<file path="config.mk">
export PLATFORM = sky130hd
export DESIGN_NAME = nest_accept
export DESIGN_NICKNAME = d
export VERILOG_FILES = /design/src/hw/nest_accept_pkg.sv /design/src/hw/nest_accept.sv /design/src/hw/req_edge_sync.sv /design/src/hw/prio_select.sv
export SDC_FILE = /design/constraint.sdc
export NUM_CORES = 1
export LEC_CHECK = 0
export ABC_CLOCK_PERIOD_IN_PS = 3500
export BUFFER_PORTS_ARGS = -buffer_cell sky130_fd_sc_hd__buf_2
export CAP_MARGIN = 20
export CELL_PAD_IN_SITES_DETAIL_PLACEMENT = 1
export CELL_PAD_IN_SITES_GLOBAL_PLACEMENT = 2
export CORE_MARGIN = 5
export CORE_UTILIZATION = 35
export DETAILED_ROUTE_END_ITERATION = 16
export PLACE_DENSITY_LB_ADDON = 0.1
export SLEW_MARGIN = 5
export SYNTH_ARGS = -nofsm -noshare
export SYNTH_HDL_FRONTEND = slang
export SYNTH_SLANG_ARGS = --single-unit
</file>
<file path="constraint.sdc">
create_clock -name pclk -period 3.5 [get_ports pclk]
set_input_delay 0.35 -clock pclk [delete_from_list [all_inputs] [get_ports pclk]]
set_output_delay 0.35 -clock pclk [all_outputs]
set_load 0.02 [all_outputs]
</file>
<file path="src/hw/nest_accept_pkg.sv">
package nest_accept_pkg;

  // ==========================================================================
  // Sizes
  localparam int unsigned SRC_N  = 16;
  localparam int unsigned SRC_W  = 4;
  localparam int unsigned ADDR_W = 8;
  localparam int unsigned EVT_N  = 3;

  // ==========================================================================
  // Register offsets (byte addresses)
  localparam logic [ADDR_W-1:0] OFF_REQ_FLAGS  = 8'h00;
  localparam logic [ADDR_W-1:0] OFF_MASK_FLAGS = 8'h04;
  localparam logic [ADDR_W-1:0] OFF_PRIO_FLAGS = 8'h08;
  localparam logic [ADDR_W-1:0] OFF_PSW        = 8'h0c;
  localparam logic [ADDR_W-1:0] OFF_EVT_STATUS = 8'h10;
  localparam logic [ADDR_W-1:0] OFF_EVT_CLEAR  = 8'h14;
  localparam logic [ADDR_W-1:0] OFF_EVT_ENABLE = 8'h18;
  localparam logic [ADDR_W-1:0] OFF_SERVICE    = 8'h1c;

  // ==========================================================================
  // Program status word layout and reset values
  localparam int unsigned PSW_IE_BIT  = 7;
  localparam int unsigned PSW_ISP_BIT = 1;
  localparam logic [7:0]  PSW_RESET   = 8'h02;
  localparam logic [SRC_N-1:0] REQ_RESET  = 16'h0000;
  localparam logic [SRC_N-1:0] MASK_RESET = 16'hffff;
  localparam logic [SRC_N-1:0] PRIO_RESET = 16'hffff;
  localparam logic [EVT_N-1:0] EVT_RESET  = 3'h0;

  // ==========================================================================
  // Event bits
  localparam int unsigned EVT_ACCEPT = 0;
  localparam int unsigned EVT_HELD   = 1;
  localparam int unsigned EVT_SWINT  = 2;

  // Priority flag values
  localparam logic PRIO_HIGH = 1'b0;

endpackage

</file>
<file path="src/hw/nest_accept.sv">
// Register access over APB and the register addresses are this design's own decisions.
`timescale 1ns/1ps
// Behaviour
// Accepting any request clears accept enable
// Enable instruction sets accept enable
// Equal or higher priority nests when enabled
// Ineligible requests stay pending, never dropped
// Pending accepted after one main instruction
// High-level service: only high-level requests nest
// Idle/low/software service: both levels nest
// Software interrupt always taken
// Deferring instruction blocks acceptance one more
// Status word and enable instructions defer
// Flag register manipulation defers too
// Software interrupt not deferring, blocks maskables
// Priority never affects request flag setting
// Maskable accept copies priority to in-service
// Higher priority first, ties by index
// Returns and pop restore saved status word
// Evaluate pending at every undeferred boundary
module nest_accept
  import nest_accept_pkg::*;
(
  // Clock and reset
  input  wire logic                           pclk,
  input  wire logic                           presetn,
  // APB slave
  input  wire logic                           psel,
  input  wire logic                           penable,
  input  wire logic                           pwrite,
  input  wire logic [nest_accept_pkg::ADDR_W-1:0] paddr,
  input  wire logic [31:0]                    pwdata,
  output logic      [31:0]                    prdata,
  output logic                                pready,
  output logic                                pslverr,
  // Peripheral request lines (asynchronous)
  input  wire logic [nest_accept_pkg::SRC_N-1:0] src_req,
  // Core instruction sequencer
  input  wire logic                           instr_done,
  input  wire logic                           instr_defers,
  input  wire logic                           enable_interrupts_instr,
  input  wire logic                           disable_interrupts_instr,
  input  wire logic                           software_interrupt_instr,
  input  wire logic                           return_from_vectored_instr,
  input  wire logic                           return_from_software_instr,
  input  wire logic                           psw_load_instr,
  input  wire logic [7:0]                     psw_load_value,
  // Acceptance towards the core
  output logic                                accept_pulse,
  output logic                                accept_maskable,
  output logic      [nest_accept_pkg::SRC_W-1:0] accept_source,
  output logic      [7:0]                     stacked_psw,
  // Status word view
  output logic                                accept_enable_flag,
  output logic                                in_service_level_flag,
  // Interrupt line
  output logic                                irq
);

  import nest_accept_pkg::*;

  // ==========================================================================
  // State
  logic [SRC_N-1:0] request_flags_r;
  logic [SRC_N-1:0] mask_flags_r;
  logic [SRC_N-1:0] source_priority_flag_r;
  logic             ie_r;
  logic             isp_r;
  logic             hold_r;
  logic [EVT_N-1:0] evt_status_r;
  logic [EVT_N-1:0] evt_enable_r;
  logic             accept_pulse_r;
  logic             accept_maskable_r;
  logic [SRC_W-1:0] accept_source_r;
  logic [7:0]       stacked_psw_r;
  logic [SRC_W-1:0] service_src_r;
  logic [31:0]      prdata_r;
  logic             pslverr_r;

  // ==========================================================================
  // Bus decode
  logic        setup_ph;
  logic        wr_acc;
  logic        addr_ok;
  logic        wr_req;
  logic        wr_mask;
  logic        wr_prio;
  logic        wr_psw;
  logic        wr_clr;
  logic        wr_en;
  logic [7:0]  psw_now;

  assign setup_ph = psel & ~penable;
  assign wr_acc   = psel & penable & pwrite;
  assign pready   = penable;

  always_comb begin
    unique case (paddr)
      OFF_REQ_FLAGS, OFF_MASK_FLAGS, OFF_PRIO_FLAGS, OFF_PSW,
      OFF_EVT_STATUS, OFF_EVT_CLEAR, OFF_EVT_ENABLE, OFF_SERVICE: addr_ok = 1'b1;
      default:                                                    addr_ok = 1'b0;
    endcase
  end

  assign wr_req  = wr_acc & (paddr == OFF_REQ_FLAGS);
  assign wr_mask = wr_acc & (paddr == OFF_MASK_FLAGS);
  assign wr_prio = wr_acc & (paddr == OFF_PRIO_FLAGS);
  assign wr_psw  = wr_acc & (paddr == OFF_PSW);
  assign wr_clr  = wr_acc & (paddr == OFF_EVT_CLEAR);
  assign wr_en   = wr_acc & (paddr == OFF_EVT_ENABLE);

  always_comb begin
    psw_now              = PSW_RESET;
    psw_now[PSW_IE_BIT]  = ie_r;
    psw_now[PSW_ISP_BIT] = isp_r;
  end

  // ==========================================================================
  // Request edges
  logic [SRC_N-1:0] src_rise;

  req_edge_sync u_sync (
    .pclk     (pclk),
    .presetn  (presetn),
    .src_req  (src_req),
    .src_rise (src_rise)
  );

  // ==========================================================================
  // Eligibility and arbitration
  logic [SRC_N-1:0] pending;
  logic [SRC_N-1:0] level_ok;
  logic [SRC_N-1:0] eligible;
  logic             found;
  logic [SRC_W-1:0] winner;
  logic             defer_now;
  logic             boundary_ok;
  logic             take_maskable;
  logic             take_soft;

  assign pending = request_flags_r & ~mask_flags_r;
  // In high-level service only high-level sources qualify
  assign level_ok = isp_r ? {SRC_N{1'b1}} : ~source_priority_flag_r;
  assign eligible = (ie_r ? pending : '0) & level_ok;

  prio_select u_sel (
    .cand   (eligible),
    .prio   (source_priority_flag_r),
    .found  (found),
    .winner (winner)
  );

  // Deferring class: status word access, returns, enable/disable
  assign defer_now = instr_defers | enable_interrupts_instr | disable_interrupts_instr
                   | return_from_vectored_instr | return_from_software_instr
                   | psw_load_instr;

  // Software interrupt is outside the deferring class
  assign take_soft = instr_done & software_interrupt_instr;

  // A return defers, so a held request waits one main instruction
  assign boundary_ok   = instr_done & ~defer_now & ~hold_r;
  assign take_maskable = boundary_ok & ~software_interrupt_instr & found;

  // ==========================================================================
  // Hold flag for flag-register writes
  // A write lands inside an instruction; its own boundary and the next
  // one must pass before acceptance, so the flag spans two boundaries.
  logic       hold_one_r;
  logic       flag_wr;

  assign flag_wr = wr_req | wr_mask | wr_prio | wr_psw;

  always_ff @(posedge pclk or negedge presetn) begin
    if (!presetn) begin
      hold_r     <= 1'b0;
      hold_one_r <= 1'b0;
    end else if (flag_wr) begin
      hold_r     <= 1'b1;
      hold_one_r <= 1'b1;
    end else if (instr_done && hold_one_r) begin
      hold_one_r <= 1'b0;
    end else if (instr_done) begin
      hold_r     <= 1'b0;
    end
  end

  // ==========================================================================
  // Request flags: set from edges, cleared by accept or software
  logic [SRC_N-1:0] accept_clr;

  assign accept_clr = take_maskable ? (SRC_N'(1) << winner) : '0;

  always_ff @(posedge pclk or negedge presetn) begin
    if (!presetn) begin
      request_flags_r <= REQ_RESET;
    end else begin
      // Set wins over any clear; priority plays no part here
      request_flags_r <= ((wr_req ? pwdata[SRC_N-1:0] : request_flags_r) & ~accept_clr)
                       | src_rise;
    end
  end

  always_ff @(posedge pclk or negedge presetn) begin
    if (!presetn) begin
      mask_flags_r <= MASK_RESET;
    end else if (wr_mask) begin
      mask_flags_r <= pwdata[SRC_N-1:0];
    end
  end

  always_ff @(posedge pclk or negedge presetn) begin
    if (!presetn) begin
      source_priority_flag_r <= PRIO_RESET;
    end else if (wr_prio) begin
      source_priority_flag_r <= pwdata[SRC_N-1:0];
    end
  end

  // ==========================================================================
  // Status word flags
  always_ff @(posedge pclk or negedge presetn) begin
    if (!presetn) begin
      ie_r  <= PSW_RESET[PSW_IE_BIT];
      isp_r <= PSW_RESET[PSW_ISP_BIT];
    end else if (take_soft) begin
      // Software service lets both levels nest once re-enabled
      ie_r  <= 1'b0;
      isp_r <= 1'b1;
    end else if (take_maskable) begin
      ie_r  <= 1'b0;
      isp_r <= source_priority_flag_r[winner];
    end else if (instr_done && (return_from_vectored_instr || return_from_software_instr
                                || psw_load_instr)) begin
      ie_r  <= psw_load_value[PSW_IE_BIT];
      isp_r <= psw_load_value[PSW_ISP_BIT];
    end else if (instr_done && enable_interrupts_instr) begin
      ie_r  <= 1'b1;
    end else if (instr_done && disable_interrupts_instr) begin
      ie_r  <= 1'b0;
    end else if (wr_psw) begin
      ie_r  <= pwdata[PSW_IE_BIT];
      isp_r <= pwdata[PSW_ISP_BIT];
    end
  end

  // ==========================================================================
  // Acceptance outputs
  always_ff @(posedge pclk or negedge presetn) begin
    if (!presetn) begin
      accept_pulse_r    <= 1'b0;
      accept_maskable_r <= 1'b0;
      accept_source_r   <= '0;
      stacked_psw_r     <= PSW_RESET;
    end else begin
      accept_pulse_r    <= take_soft | take_maskable;
      accept_maskable_r <= take_maskable;
      if (take_soft || take_maskable) begin
        // Word the core pushes ahead of the program counter
        stacked_psw_r   <= psw_now;
        accept_source_r <= take_maskable ? winner : '0;
      end
    end
  end

  always_ff @(posedge pclk or negedge presetn) begin
    if (!presetn) begin
      service_src_r <= '0;
    end else if (take_maskable) begin
      service_src_r <= winner;
    end
  end

  // ==========================================================================
  // Event status, enable and interrupt line
  logic [EVT_N-1:0] evt_set;
  logic             held_evt;

  // A boundary where something waits but no maskable request is taken
  assign held_evt = instr_done & (|pending) & ~take_maskable;

  always_comb begin
    evt_set             = '0;
    evt_set[EVT_ACCEPT] = take_maskable;
    evt_set[EVT_HELD]   = held_evt;
    evt_set[EVT_SWINT]  = take_soft;
  end

  always_ff @(posedge pclk or negedge presetn) begin
    if (!presetn) begin
      evt_status_r <= EVT_RESET;
    end else begin
      // Set wins over a clear in the same cycle
      evt_status_r <= (evt_status_r & ~(wr_clr ? pwdata[EVT_N-1:0] : '0)) | evt_set;
    end
  end

  always_ff @(posedge pclk or negedge presetn) begin
    if (!presetn) begin
      evt_enable_r <= EVT_RESET;
    end else if (wr_en) begin
      evt_enable_r <= pwdata[EVT_N-1:0];
    end
  end

  // ==========================================================================
  // Read data, captured in the setup phase
  logic [31:0] rd_word;

  always_comb begin
    rd_word = 32'h0000_0000;
    unique case (paddr)
      OFF_REQ_FLAGS:  rd_word[SRC_N-1:0] = request_flags_r;
      OFF_MASK_FLAGS: rd_word[SRC_N-1:0] = mask_flags_r;
      OFF_PRIO_FLAGS: rd_word[SRC_N-1:0] = source_priority_flag_r;
      OFF_PSW:        rd_word[7:0]       = psw_now;
      OFF_EVT_STATUS: rd_word[EVT_N-1:0] = evt_status_r;
      OFF_EVT_ENABLE: rd_word[EVT_N-1:0] = evt_enable_r;
      OFF_SERVICE:    rd_word[SRC_W-1:0] = service_src_r;
      default:        rd_word            = 32'h0000_0000;
    endcase
  end

  always_ff @(posedge pclk or negedge presetn) begin
    if (!presetn) begin
      prdata_r  <= 32'h0000_0000;
      pslverr_r <= 1'b0;
    end else if (setup_ph) begin
      prdata_r  <= pwrite ? 32'h0000_0000 : rd_word;
      pslverr_r <= ~addr_ok;
    end
  end

  // ==========================================================================
  // Outputs
  assign prdata                = prdata_r;
  assign pslverr               = pslverr_r & psel & penable;
  assign accept_pulse          = accept_pulse_r;
  assign accept_maskable       = accept_maskable_r;
  assign accept_source         = accept_source_r;
  assign stacked_psw           = stacked_psw_r;
  assign accept_enable_flag    = ie_r;
  assign in_service_level_flag = isp_r;
  assign irq                   = |(evt_status_r & evt_enable_r);

endmodule // nest_accept

</file>
<file path="src/hw/req_edge_sync.sv">
`timescale 1ns/1ps
module req_edge_sync
  import nest_accept_pkg::*;
(
  // Clock and reset
  input  wire logic             pclk,
  input  wire logic             presetn,
  // Raw request lines
  input  wire logic [SRC_N-1:0] src_req,
  // One-cycle rising-edge pulses
  output logic      [SRC_N-1:0] src_rise
);

  logic [SRC_N-1:0] meta_r;
  logic [SRC_N-1:0] sync_r;
  logic [SRC_N-1:0] last_r;

  // ==========================================================================
  // Per-source synchroniser and edge detector
  genvar g;
  generate
    for (g = 0; g < SRC_N; g++) begin : g_src
      always_ff @(posedge pclk or negedge presetn) begin
        if (!presetn) begin
          meta_r[g] <= 1'b0;
          sync_r[g] <= 1'b0;
          last_r[g] <= 1'b0;
        end else begin
          meta_r[g] <= src_req[g];
          sync_r[g] <= meta_r[g];
          last_r[g] <= sync_r[g];
        end
      end
      assign src_rise[g] = sync_r[g] & ~last_r[g];
    end
  endgenerate

endmodule // req_edge_sync

</file>
<file path="src/hw/prio_select.sv">
`timescale 1ns/1ps
module prio_select
  import nest_accept_pkg::*;
(
  // Candidate requests and their priority flags
  input  wire logic [SRC_N-1:0] cand,
  input  wire logic [SRC_N-1:0] prio,
  // Winner
  output logic                  found,
  output logic      [SRC_W-1:0] winner
);

  logic [SRC_N-1:0] hi_cand;
  logic [SRC_N-1:0] pick_set;

  // High level first; lower index wins ties (fixed default order)
  assign hi_cand  = cand & ~prio;
  assign pick_set = (|hi_cand) ? hi_cand : cand;
  assign found    = |cand;

  always_comb begin
    winner = '0;
    for (int i = SRC_N - 1; i >= 0; i--) begin
      if (pick_set[i]) begin
        winner = SRC_W'(i);
      end
    end
  end

endmodule // prio_select

</file>
# Word-level counts from Yosys, hierarchy flattened
# Memory sizes are Yosys's and may differ from the RTL's.
# Cells that the tools add are included.
# word_totals
register_bits	151
romBits	32
input_bits	77
out_inout_bits	51
word_cells	221
mem_count	1
# op_classes
n_lt_le_gt_ge	1
n_eq_ne	10
shifts	1
muxes	48
n_bitwise	77
n_reduce_logical	19
# mem_list
memory	depth	width	rd	rd_ports_with_merged_regs	write_ports	line_no	source
(no name shown)	32	1	1	0	0	nest_accept.sv:98	unique case (paddr)
# op_table
op	count
two-way mux 16 bit	6
two-way mux 4 bit	17
AND 16 bit	4
NOT 16 bit	3
OR reduction 16 bit	3
AND 1 bit	34
== test 8 x 5 -> 1 bit (second input constant)	4
one-hot mux 8 bit (3 select lines)	1
NOT 1 bit	22
one-hot mux 3 bit (7 select lines)	1
two-way mux 1 bit	19
== test 8 x 4 -> 1 bit (second input constant)	2
OR 16 bit	1
one-hot mux 4 bit (4 select lines)	1
<< shifter 1 x 4 -> 16 bit (first input constant)	1
OR 1 bit	9
== test 8 x 3 -> 1 bit (second input constant)	1
zero test 8 bit	1
!= test 4 bit (second input constant)	2
AND 3 bit	2
nonzero test 6 bit	1
less-than comparator 4 x 5 -> 1 bit (second input constant)	1
binary-select mux 1 bit (select 4 bit)	1
logical AND 1 bit	4
other kinds (12)	15

# Logic depth before layout (Yosys ltp)
# Gate-level depths: netlist (run 1).
# depth
depth_word	28
ltp_mapped	12
mapped_depth_nobuf	10

# By module
# Synthesis (run 1) repeated with hierarchy kept, for this count alone.
# unflattened
cells_unflattened	581
area_unflattened_um2	6668.9
# modules_own_cells
module	instances	cells_each	area_each_um2	seq_area_each_um2
nest_accept	1	438	4703.3	2219.6
req_edge_sync	1	64	1421.4	1201.2
prio_select	1	79	544.3	0.0

# Worst setup path before layout (run 1)
# No wires, ideal clock.
# synth_timing
path_type	flip-flop to flip-flop
startpoint	register source_priority_flag_r[4]
endpoint	register isp_r, in the netlist in_service_level_flag
setup_time_ns	0.069
arrival_ns	3.036
required_time_ns	3.431
slack_ns	0.395
path_stages_with_launch	12
path_buffers	1
synth_period_minus_slack_ns	3.105
cell_sequence	dfstp_2 > nor3b_1 > a2111o_1 > o21a_1 > buf_6 > o41ai_1 > a31oi_1 > a221o_1 > a221oi_4 > nor2_1 > a2111o_1 > o21ai_2
# synth_between
elab_chain_cells	26
word_cells_on_any_way	32
classes_between	eq/ne (2); mux (22); bitwise (4); reduce/logical (4)
# synth_lines
element	line_no	source
from (decl)	nest_accept.sv:66	logic [SRC_N-1:0] source_priority_flag_r;
from (signal assigned)	nest_accept.sv:216	source_priority_flag_r <= pwdata[SRC_N-1:0];
NOT 16 bit	nest_accept.sv:143, prio_select.sv:17	
two-way mux 16 bit	nest_accept.sv:143	assign level_ok = isp_r ? {SRC_N{1'b1}} : ~source_priority_flag_r;
AND 16 bit	nest_accept.sv:144	assign eligible = (ie_r ? pending : '0) & level_ok;
AND 16 bit	prio_select.sv:17	assign hi_cand = cand & ~prio;
OR reduction 16 bit	prio_select.sv:18	assign pick_set = (|hi_cand) ? hi_cand : cand;
two-way mux 16 bit	prio_select.sv:18	
two-way mux 4 bit (16 in a row)	prio_select.sv:24	if (pick_set[i]) begin
binary-select mux 1 bit (select 4 bit)	nest_accept.sv:232	isp_r <= source_priority_flag_r[winner];
two-way mux 1 bit (not written as such)	nest_accept.sv:232	
two-way mux 1 bit	nest_accept.sv:230	end else if (take_maskable) begin
two-way mux 1 bit	nest_accept.sv:226	end else if (take_soft) begin
to (signal assigned)	nest_accept.sv:225	isp_r <= PSW_RESET[PSW_ISP_BIT];
to (signal assigned)	nest_accept.sv:232	
to (signal assigned)	nest_accept.sv:236	isp_r <= psw_load_value[PSW_ISP_BIT];
to (decl)	nest_accept.sv:68	logic isp_r;
# Parallel ways exist; a longest one is shown, timed or not. The select of a mux whose other input is x is not followed.
# A chain may end at the register's enable or synchronous reset.

# Worst setup path after layout (run 1)
# layout_timing
startpoint	register request_flags_r[10]
endpoint	register isp_r, in the netlist in_service_level_flag
# layout_between
elab_chain_cells	26
word_cells_on_any_way	32
classes_between	eq/ne (2); mux (22); bitwise (4); reduce/logical (4)
# layout_lines
element	line_no	source
from (decl)	nest_accept.sv:64	logic [SRC_N-1:0] request_flags_r;
from (signal assigned)	nest_accept.sv:199	request_flags_r <= ((wr_req ? pwdata[SRC_N-1:0] : request_flags_r) & ~accept_clr)
AND 16 bit *	nest_accept.sv:141	assign pending = request_flags_r & ~mask_flags_r;
two-way mux 16 bit *	nest_accept.sv:144	
AND 16 bit *	nest_accept.sv:144	
AND 16 bit	prio_select.sv:17	
OR reduction 16 bit	prio_select.sv:18	
two-way mux 16 bit	prio_select.sv:18	
two-way mux 4 bit (16 in a row)	prio_select.sv:24	
binary-select mux 1 bit (select 4 bit)	nest_accept.sv:232	
two-way mux 1 bit (not written as such)	nest_accept.sv:232	
two-way mux 1 bit	nest_accept.sv:230	
two-way mux 1 bit	nest_accept.sv:226	
# Mark *: on every way between the ends. The rest lies on a longest branch, timed or not. The select of a mux whose other input is x is not followed.

==> results of run 1 <==
-- per-layer routing --
metal,vias to the layer above,share of wire
li1,2476,-
met1,2827,0.47
met2,167,0.46
met3,24,0.050
met4,0,0.019
met5,-,0
-- cell type report --
| type | instances | area (um2) | area share |
|---|---|---|---|
| Clock inverter | 14 | 149 | 0.0180 |
| Multi-Input combinational cell | 417 | 2870 | 0.347 |
| Clock buffer | 18 | 439 | 0.0531 |
| Inverter | 28 | 105 | 0.0127 |
| Tap cell | 229 | 287 | 0.0347 |
| Sequential cell | 135 | 3420 | 0.414 |
| Timing Repair Buffer | 155 | 997 | 0.121 |
-- worst min-delay path by stage --
stage	from	to	slack, ns	cells after the start
2_1_floorplan	presetn	accept_enable_flag	0.05	0
3_3_place_gp	u_sync.meta_r[8]	u_sync.sync_r[8]	0.33	0
3_5_place_dp	u_sync.meta_r[15]	u_sync.sync_r[15]	0.34	0
4_1_cts	src_req[3]	u_sync.meta_r[3]	0.01	1
5_1_grt	src_req[8]	u_sync.meta_r[8]	0.007	1
6_report	src_req[3]	u_sync.meta_r[3]	0.03	1
-- logic make-up (layout without fill, tap and decap cells) --
family / Yosys count / after routing / synth area share
flops: 135 / 135 / 0.530
simple gates: 189 / 189 / 0.144
compound gates: 150 / 150 / 0.176
buf+inv: 68 / 215 / 0.0543
mux: 56 / 56 / 0.0940
other cells: 1 / 22 / 0.000581
-- layout by cell type (no fill, tap or decap), types with 22 or more instances in the layout --
cell                      instances
sky130_fd_sc_hd__o21ai_0         35
sky130_fd_sc_hd__dfrtp_1        101
sky130_fd_sc_hd__dfstp_2         34
sky130_fd_sc_hd__nor2_1          39
sky130_fd_sc_hd__inv_1           28
sky130_fd_sc_hd__mux2_2          37
sky130_fd_sc_hd__nand2_1         67
sky130_fd_sc_hd__conb_1          22
sky130_fd_sc_hd__buf_4           69
sky130_fd_sc_hd__buf_2           82
-- state kept, by name, indices dropped and copies added (netlist names) --
name and flops:
accept_enable_flag 1, accept_maskable 1, accept_pulse 1, accept_source 4
evt_enable_r 3, evt_status_r 3, hold_one_r 1, hold_r 1
in_service_level_flag 1, mask_flags_r 16, prdata 16, pslverr_r 1
request_flags_r 16, service_src_r 4, source_priority_flag_r 16, stacked_psw 2
u_sync.last_r 16, u_sync.meta_r 16, u_sync.sync_r 16
-- synth_stat cells, types with 6 or more instances --
cell	count
sky130_fd_sc_hd__mux2_2	37
sky130_fd_sc_hd__a222oi_1	15
sky130_fd_sc_hd__dfrtp_1	101
sky130_fd_sc_hd__a21boi_0	6
sky130_fd_sc_hd__nor3b_1	8
sky130_fd_sc_hd__nor2_1	39
sky130_fd_sc_hd__a22oi_1	7
sky130_fd_sc_hd__nor3_1	7
sky130_fd_sc_hd__nor2b_1	15
sky130_fd_sc_hd__buf_4	23
sky130_fd_sc_hd__nand2b_1	12
sky130_fd_sc_hd__mux2i_1	19
sky130_fd_sc_hd__a21oi_1	12
sky130_fd_sc_hd__o21ai_0	35
sky130_fd_sc_hd__nand2_1	67
sky130_fd_sc_hd__o22ai_1	17
sky130_fd_sc_hd__nand3_1	8
sky130_fd_sc_hd__inv_1	28
sky130_fd_sc_hd__dfstp_2	34
sky130_fd_sc_hd__clkbuf_1	14
-- report_power, final --
group          internal, mW  total (mW)  switching, mW  leakage [nW]
combinational         0.161       0.451          0.290          1.97
clock                 0.973        1.78          0.803         0.288
sequential             1.61        1.64         0.0274          1.54
-- critical path, stage by stage, from the launching register on --
cell and delay, ns:
sky130_fd_sc_hd__dfrtp_1 0.42, sky130_fd_sc_hd__nor3b_1 0.48, sky130_fd_sc_hd__o31ai_2 0.17, sky130_fd_sc_hd__buf_4 0.17
sky130_fd_sc_hd__and3_1 0.20, sky130_fd_sc_hd__a311oi_1 0.26, sky130_fd_sc_hd__o2111ai_1 0.19, sky130_fd_sc_hd__a221o_1 0.46
sky130_fd_sc_hd__a221oi_4 0.42, sky130_fd_sc_hd__nor2_1 0.10, sky130_fd_sc_hd__a2111o_1 0.44, sky130_fd_sc_hd__o21ai_2 0.12
-- repair_timing --
action / CTS / global route
hold endpoints to repair: 2 / 0
buffers inserted: 0 / 0
hold buffers: 1 / 0
setup endpoints to repair: 2 / 17
resized for setup: 4 / 18
pin swaps: 1 / 4
-- through the flow --
step / utilization / total power [mW] / hold WS (ns) / cell area (um2) / setup slack [ns]
detailed placement: 0.418 / 2.10 / 0.336 / 7560 / 0.0132
CTS: 0.452 / 3.91 / 0.00961 / 8180 / 0.00434
global route: 0.457 / 4.04 / 0.00656 / 8260 / -0.0393
global placement: 0.416 / 2.09 / 0.332 / 7530 / 0.0344
finish: 0.457 / 3.87 / 0.0272 / 8260 / 0.0130
floorplan: - / 1.89 / 0.0544 / 6530 / 0.395
==> impl_metrics.py, run 1 <==
metrics = {
    "global_route": {
        "globalRouteOverflowTotal": 0,
        "grt.met2_usage": 0.326,
        "via_count_of_the_first_global_routing_pass": 5654,
        "grt_util_all_layers": 0.209,
        "met3_demand_to_capacity_share_in_global_routing": 0.0414,
        "grt.met1_usage": 0.297,
        "grt_first_pass_wirelength_um": 34100,
        "antenna_found_initial": 0,
        "pin_count_of_the_biggest_net_entering_global_routing": 84,
        "globalRoute.busiestLayer": "met2",
    },
    "pwr": {
        "vdd.ir_drop.worst_mv": 0.325,
        "power.density_nw_per_um2": 468,
        "leakagePower_nw": 3.80,
    },
    "routing": {
        "postRouteWirelength_um": 22400,
        "via_per_inst": 5.52,
        "drt-pass1-iter-count": 7,
        "remaining_drc_errors": 0,
        "routed_wire_length_per_instance_um": 22.5,
        "initialDrtViolationCount": 342,
        "num_vias": 5494,
        "postRouteAntennaNets": 0,
    },
    "floorplan": {
        "die_height_um": 146,
        "std_cell_rows": 49,
        "initial_utilization": 0.357,
        "core-area_um2": 18100,
        "num_io_pins": 128,
        "fp.dieArea_um2": 21300,
        "die_w_um": 146,
    },
    "logic_synthesis": {
        "ys.warnings.count": 0,
        "yosys.area.top_type": "sky130_fd_sc_hd__dfrtp_1",
        "synth-edff-count": 0,
        "synthDominantCellAreaShare": 0.392,
        "postSynthCellCount": 599,
        "most_used_flip_flop_cell_after_synthesis": "sky130_fd_sc_hd__dfrtp_1",
        "ys_types": 67,
        "syn-mean-instance-area_um2": 10.8,
        "netlist_area_um2": 6450,
        "yosysSeqAreaShare": 0.530,
        "ys_seq_elements": 135,
        "ys_top_cells_by_area": "sky130_fd_sc_hd__dfrtp_1, sky130_fd_sc_hd__dfstp_2, sky130_fd_sc_hd__mux2_2",
        "asyncSetResetFlopFracSynth": 1.00,
    },
    "critical_path": {
        "regToRegSetupSlack_ns": 0.01,
        "crit_path_start_kind": "flip-flop",
        "worstPathRequired_ns": 3.86,
        "critPathKind": "flip-flop to flip-flop",
        "crit_path_max_fanout": 6,
        "reg2reg_launch_point": "request_flags_r[10]",
        "timing.critical_path.arrival_ns": 3.85,
        "first_element_of_the_critical_path": "request_flags_r[10]",
        "endpoint_kind": "flip-flop",
        "endpoint": "in_service_level_flag",
        "timing.rr.end": "in_service_level_flag",
        "ff2ff_path_depth": 11,
    },
    "clock_tree": {
        "clk_transition_reported_paths_ns": 0.07,
        "htreeDepth": 4,
        "cts.sink_count": 135,
        "clkLatencyLatePin_ns": 0.43,
        "root_buffer_cell": "sky130_fd_sc_hd__clkbuf_16",
        "ctsLongestPathBuffers": 2,
        "tritoncts": "done",
        "cts_buffer_count": 17,
    },
    "placed_design": {
        "dpl.cell_count": 963,
        "global_placer_s_final_weighted_congestion": 0.825,
        "dpl.hpwl_um": 17000,
        "port_buffers": 83,
    },
    "sta": {
        "finalClockSkew_ns": 0.0164,
        "setup_viol": 0,
        "final_min_period_over_clock_period": 0.996,
        "report.final.slew_viol_count": 0,
        "worst-slew-pin-transition_ns": 1.00,
        "fmax_mhz": 287,
        "setup_tns_ns": 0,
        "finalHoldViolations": 0,
        "post_layout_minimum_cycle_time_ns": 3.49,
        "maxSlewHeadroom": 0.332,
    },
    "outcome": {
        "status": "completed",
    },
    "hold_path": {
        "timing.hold.worst.class": "input port to flip-flop",
    },
    "layout": {
        "area_growth_syn_to_layout_pct": 28.1,
        "instances_no_fill": 996,
        "finalNetCount": 831,
        "layout-drive-gt1-share": 0.366,
        "n_antenna_cell": 0,
        "final.fill_count": 2034,
    },
    "run": {
        "max_cap_viol_count": 0,
    },
}
No activity file was read; power rests on OpenSTA's default activity.
==> inputs of run 2 (changes only) <==
CORE_UTILIZATION = 36   (was 35)
SYNTH_HIERARCHICAL = 1   (was unset)
==> run 2 against run 1 <==
  * The run now ends with negative setup slack left
  * Sequential power about the same
  * Maximum frequency shrank 6.0%
  * Hold slack worse by 0.0010 ns
  * Synthesized cell count fell by 3.0%
  * Power rose by 8.0%
  * Worst setup slack worse by 0.22 ns
  * Highest routed layer unchanged
==> impl_metrics.py, run 2 <==
metrics = {
    "outcome": {
        "status": "complete, but fails checks",
        "violations": "negative setup slack",
    },
    "global_route": {
        "grt_util_all_layers": 0.207,
        "globalRouteOverflowTotal": 0,
        "grt.met2_usage": 0.340,
        "globalRoute.busiestLayer": "met2",
        "antenna_found_initial": 0,
        "pin_count_of_the_biggest_net_entering_global_routing": 84,
        "via_count_of_the_first_global_routing_pass": 5958,
        "grt_first_pass_wirelength_um": 34500,
        "met3_demand_to_capacity_share_in_global_routing": 0.0394,
        "grt.met1_usage": 0.284,
    },
    "layout": {
        "multi_input_comb_area_um2": 3370,
        "instances_no_fill": 1040,
        "finalNetCount": 875,
        "final.fill_count": 1964,
        "area_growth_syn_to_layout_pct": 38.6,
        "layout.area.seq_um2": 3420,
        "most-common-layout-cells": "sky130_fd_sc_hd__buf_4, sky130_fd_sc_hd__dfrtp_1, sky130_fd_sc_hd__buf_2",
        "final_common_cell": "sky130_fd_sc_hd__buf_4",
        "layout-drive-gt1-share": 0.523,
        "n_antenna_cell": 0,
    },
    "clock_tree": {
        "clk_transition_reported_paths_ns": 0.06,
        "cts.sink_count": 135,
        "cts_buffer_count": 17,
        "clkLatencyLatePin_ns": 0.43,
        "ctsLongestPathBuffers": 2,
        "root_buffer_cell": "sky130_fd_sc_hd__clkbuf_16",
        "tritoncts": "done",
        "htreeDepth": 4,
    },
    "routing": {
        "num_vias": 5453,
        "remaining_drc_errors": 0,
        "via_per_inst": 5.24,
        "postRouteWirelength_um": 21800,
        "initialDrtViolationCount": 235,
        "postRouteAntennaNets": 0,
        "drt-pass1-iter-count": 4,
        "routed_wire_length_per_instance_um": 21.0,
    },
    "floorplan": {
        "std_cell_rows": 49,
        "initial_utilization": 0.369,
        "fp.dieArea_um2": 21300,
        "die_height_um": 146,
        "num_io_pins": 128,
        "core-area_um2": 18100,
        "die_w_um": 146,
    },
    "logic_synthesis": {
        "synthSimpleGateAreaFrac": 0.175,
        "ys_types": 63,
        "postSynthCellCount": 581,
        "asyncSetResetFlopFracSynth": 1.00,
        "synth.mux.area_fraction": 0.131,
        "ys_seq_elements": 135,
        "largest_family_of_logic_cells_by_synthesized_area": "simple AND/OR/NAND/NOR gates",
        "yosys.area.top_type": "sky130_fd_sc_hd__dfrtp_1",
        "yosysSeqAreaShare": 0.513,
        "netlist_area_um2": 6670,
        "synth-edff-count": 0,
        "synth_compound_gate_area_share": 0.129,
        "most_used_flip_flop_cell_after_synthesis": "sky130_fd_sc_hd__dfrtp_1",
        "synth_top_cells_by_count": "sky130_fd_sc_hd__dfrtp_1, sky130_fd_sc_hd__nand2_1, sky130_fd_sc_hd__mux2_2",
        "synth_xor_area_frac": 0,
        "ys.warnings.count": 6,
        "post_synth_fa_ha_maj_area_fraction": 0,
        "ys_top_cells_by_area": "sky130_fd_sc_hd__dfrtp_1, sky130_fd_sc_hd__dfstp_2, sky130_fd_sc_hd__mux2_2",
        "synthDominantCellAreaShare": 0.379,
        "syn-mean-instance-area_um2": 11.5,
        "synth.most_common_cell": "sky130_fd_sc_hd__dfrtp_1",
    },
    "pwr": {
        "sw_frac_of_total": 0.273,
        "leakagePower_nw": 4.26,
        "power.density_nw_per_um2": 452,
        "intPower_mw": 3.04,
        "p_seq_frac": 0.396,
        "pwr-share-clk": 0.432,
        "share_comb_of_total_power": 0.172,
        "total_net_switching_power_mw": 1.14,
        "vdd.ir_drop.worst_mv": 0.377,
    },
    "critical_path": {
        "ff2ff_path_depth": 16,
        "crit_path_max_fanout": 17,
        "timing.critical_path.arrival_ns": 4.06,
        "timing.rr.end": "in_service_level_flag",
        "reg2reg_launch_point": "in_service_level_flag",
        "regToRegSetupSlack_ns": -0.21,
        "worstPathRequired_ns": 3.84,
        "first_element_of_the_critical_path": "in_service_level_flag",
        "critPathKind": "flip-flop to flip-flop",
        "endpoint_kind": "flip-flop",
        "crit_path_start_kind": "flip-flop",
    },
    "sta": {
        "maxSlewHeadroom": 0.466,
        "worst-slew-pin-transition_ns": 0.801,
        "finalClockSkew_ns": 0.0120,
        "report.final.slew_viol_count": 0,
        "hold-worst-slack_ns": 0.0262,
        "finalWorstSetupSlack_ns": -0.210,
        "post_layout_minimum_cycle_time_ns": 3.71,
        "final_min_period_over_clock_period": 1.06,
        "unrepaired_setup_endpoints_after_global_routing": "yes",
        "finalHoldViolations": 0,
        "fmax_mhz": 270,
        "setup_viol": 2,
    },
    "run": {
        "max_cap_viol_count": 0,
    },
    "hold_path": {
        "worstHoldStart": "src_req[2]",
        "hold-path-endpoint": "u_sync/meta_r[2]",
        "hold_crit_depth": 1,
        "timing.hold.worst.class": "input port to flip-flop",
    },
    "placed_design": {
        "dpl.hpwl_um": 16100,
        "global_placer_s_final_weighted_congestion": 0.895,
        "dpl.cell_count": 990,
        "port_buffers": 83,
    },
}
## run 2: layout make-up
type / instances / share of cell area
Tap cell: 229 / 0.0310
Clock inverter: 13 / 0.0156
Inverter: 16 / 0.00731
Timing Repair Buffer: 221 / 0.163
Multi-Input combinational cell: 407 / 0.364
Clock buffer: 19 / 0.0490
Sequential cell: 135 / 0.370
## run 2: worst max path at each step
stage,end,slack (ns),cells after the start
after floorplan,in_service_level_flag,0.003,17
after global placement,in_service_level_flag,-0.36,17
after detailed placement,in_service_level_flag,-0.48,17
after CTS,in_service_level_flag,-0.10,17
after global routing,in_service_level_flag,-0.36,17
final,in_service_level_flag,-0.21,16
## run 2: timing repair
item                                    in CTS  in global routing
hold buffers                                 1                  0
resized for setup                           34                 56
hold endpoints to repair                     5                  0
endpoints found under the setup margin      17                 17
pin swaps                                   11                 13
setup buffers                                7                 12
## run 2: metrics by stage
stage               setup TNS [ns]  setup WS [ns]  power, mW  area [um2]   util
floorplan                        0        0.00290       2.00        6830      -
global placement             -2.51         -0.362       2.26        8140  0.450
detailed placement           -4.36         -0.478       2.27        8140  0.450
CTS                         -0.105         -0.105       4.15        8940  0.495
global route                -0.851         -0.357       4.36        9250  0.511
finish                      -0.242         -0.210       4.18        9250  0.511
## run 2: critical path, stage by stage, from the launching register on
cell and delay [ns]:
sky130_fd_sc_hd__dfstp_2 0.57, sky130_fd_sc_hd__inv_6 0.09, sky130_fd_sc_hd__a2111oi_4 0.33, sky130_fd_sc_hd__nor2b_4 0.23
sky130_fd_sc_hd__a2111oi_4 0.06, sky130_fd_sc_hd__and4_4 0.22, sky130_fd_sc_hd__buf_4 0.14, sky130_fd_sc_hd__o21ai_1 0.25
sky130_fd_sc_hd__and2b_1 0.22, sky130_fd_sc_hd__o221ai_2 0.12, sky130_fd_sc_hd__a221oi_2 0.30, sky130_fd_sc_hd__buf_4 0.21
sky130_fd_sc_hd__mux4_2 0.30, sky130_fd_sc_hd__mux2i_1 0.13, sky130_fd_sc_hd__o21ai_0 0.08, sky130_fd_sc_hd__a311oi_1 0.25
sky130_fd_sc_hd__o21ai_1 0.12
## run 2: cells by family (layout without fill, tap and decap cells)
| kind of cell | Yosys count | count (layout) |
|---|---|---|
| other | 1 | 22 |
| DFF | 135 | 135 |
| AOI/OAI and AO/OA | 120 | 120 |
| and+or+nand+nor | 192 | 192 |
| muxes | 73 | 73 |
| buffers and inverters | 60 | 269 |
## run 2: metal layers
layer / routed length, um / up-vias
met2: 10700 / 134
met4: 252 / 0
met5: 0 / -
met3: 926 / 23
li1: - / 2484
met1: 9960 / 2812
## run 2: power groups by stage
stage	sequential [mW]	clock (mW)	combinational, mW
6_report	1.65	1.80	0.720
5_1_grt	1.66	1.93	0.770
4_1_cts	1.65	1.85	0.649
3_5_place_dp	1.68	0	0.593
3_3_place_gp	1.67	0	0.582
2_1_floorplan	1.68	0	0.321
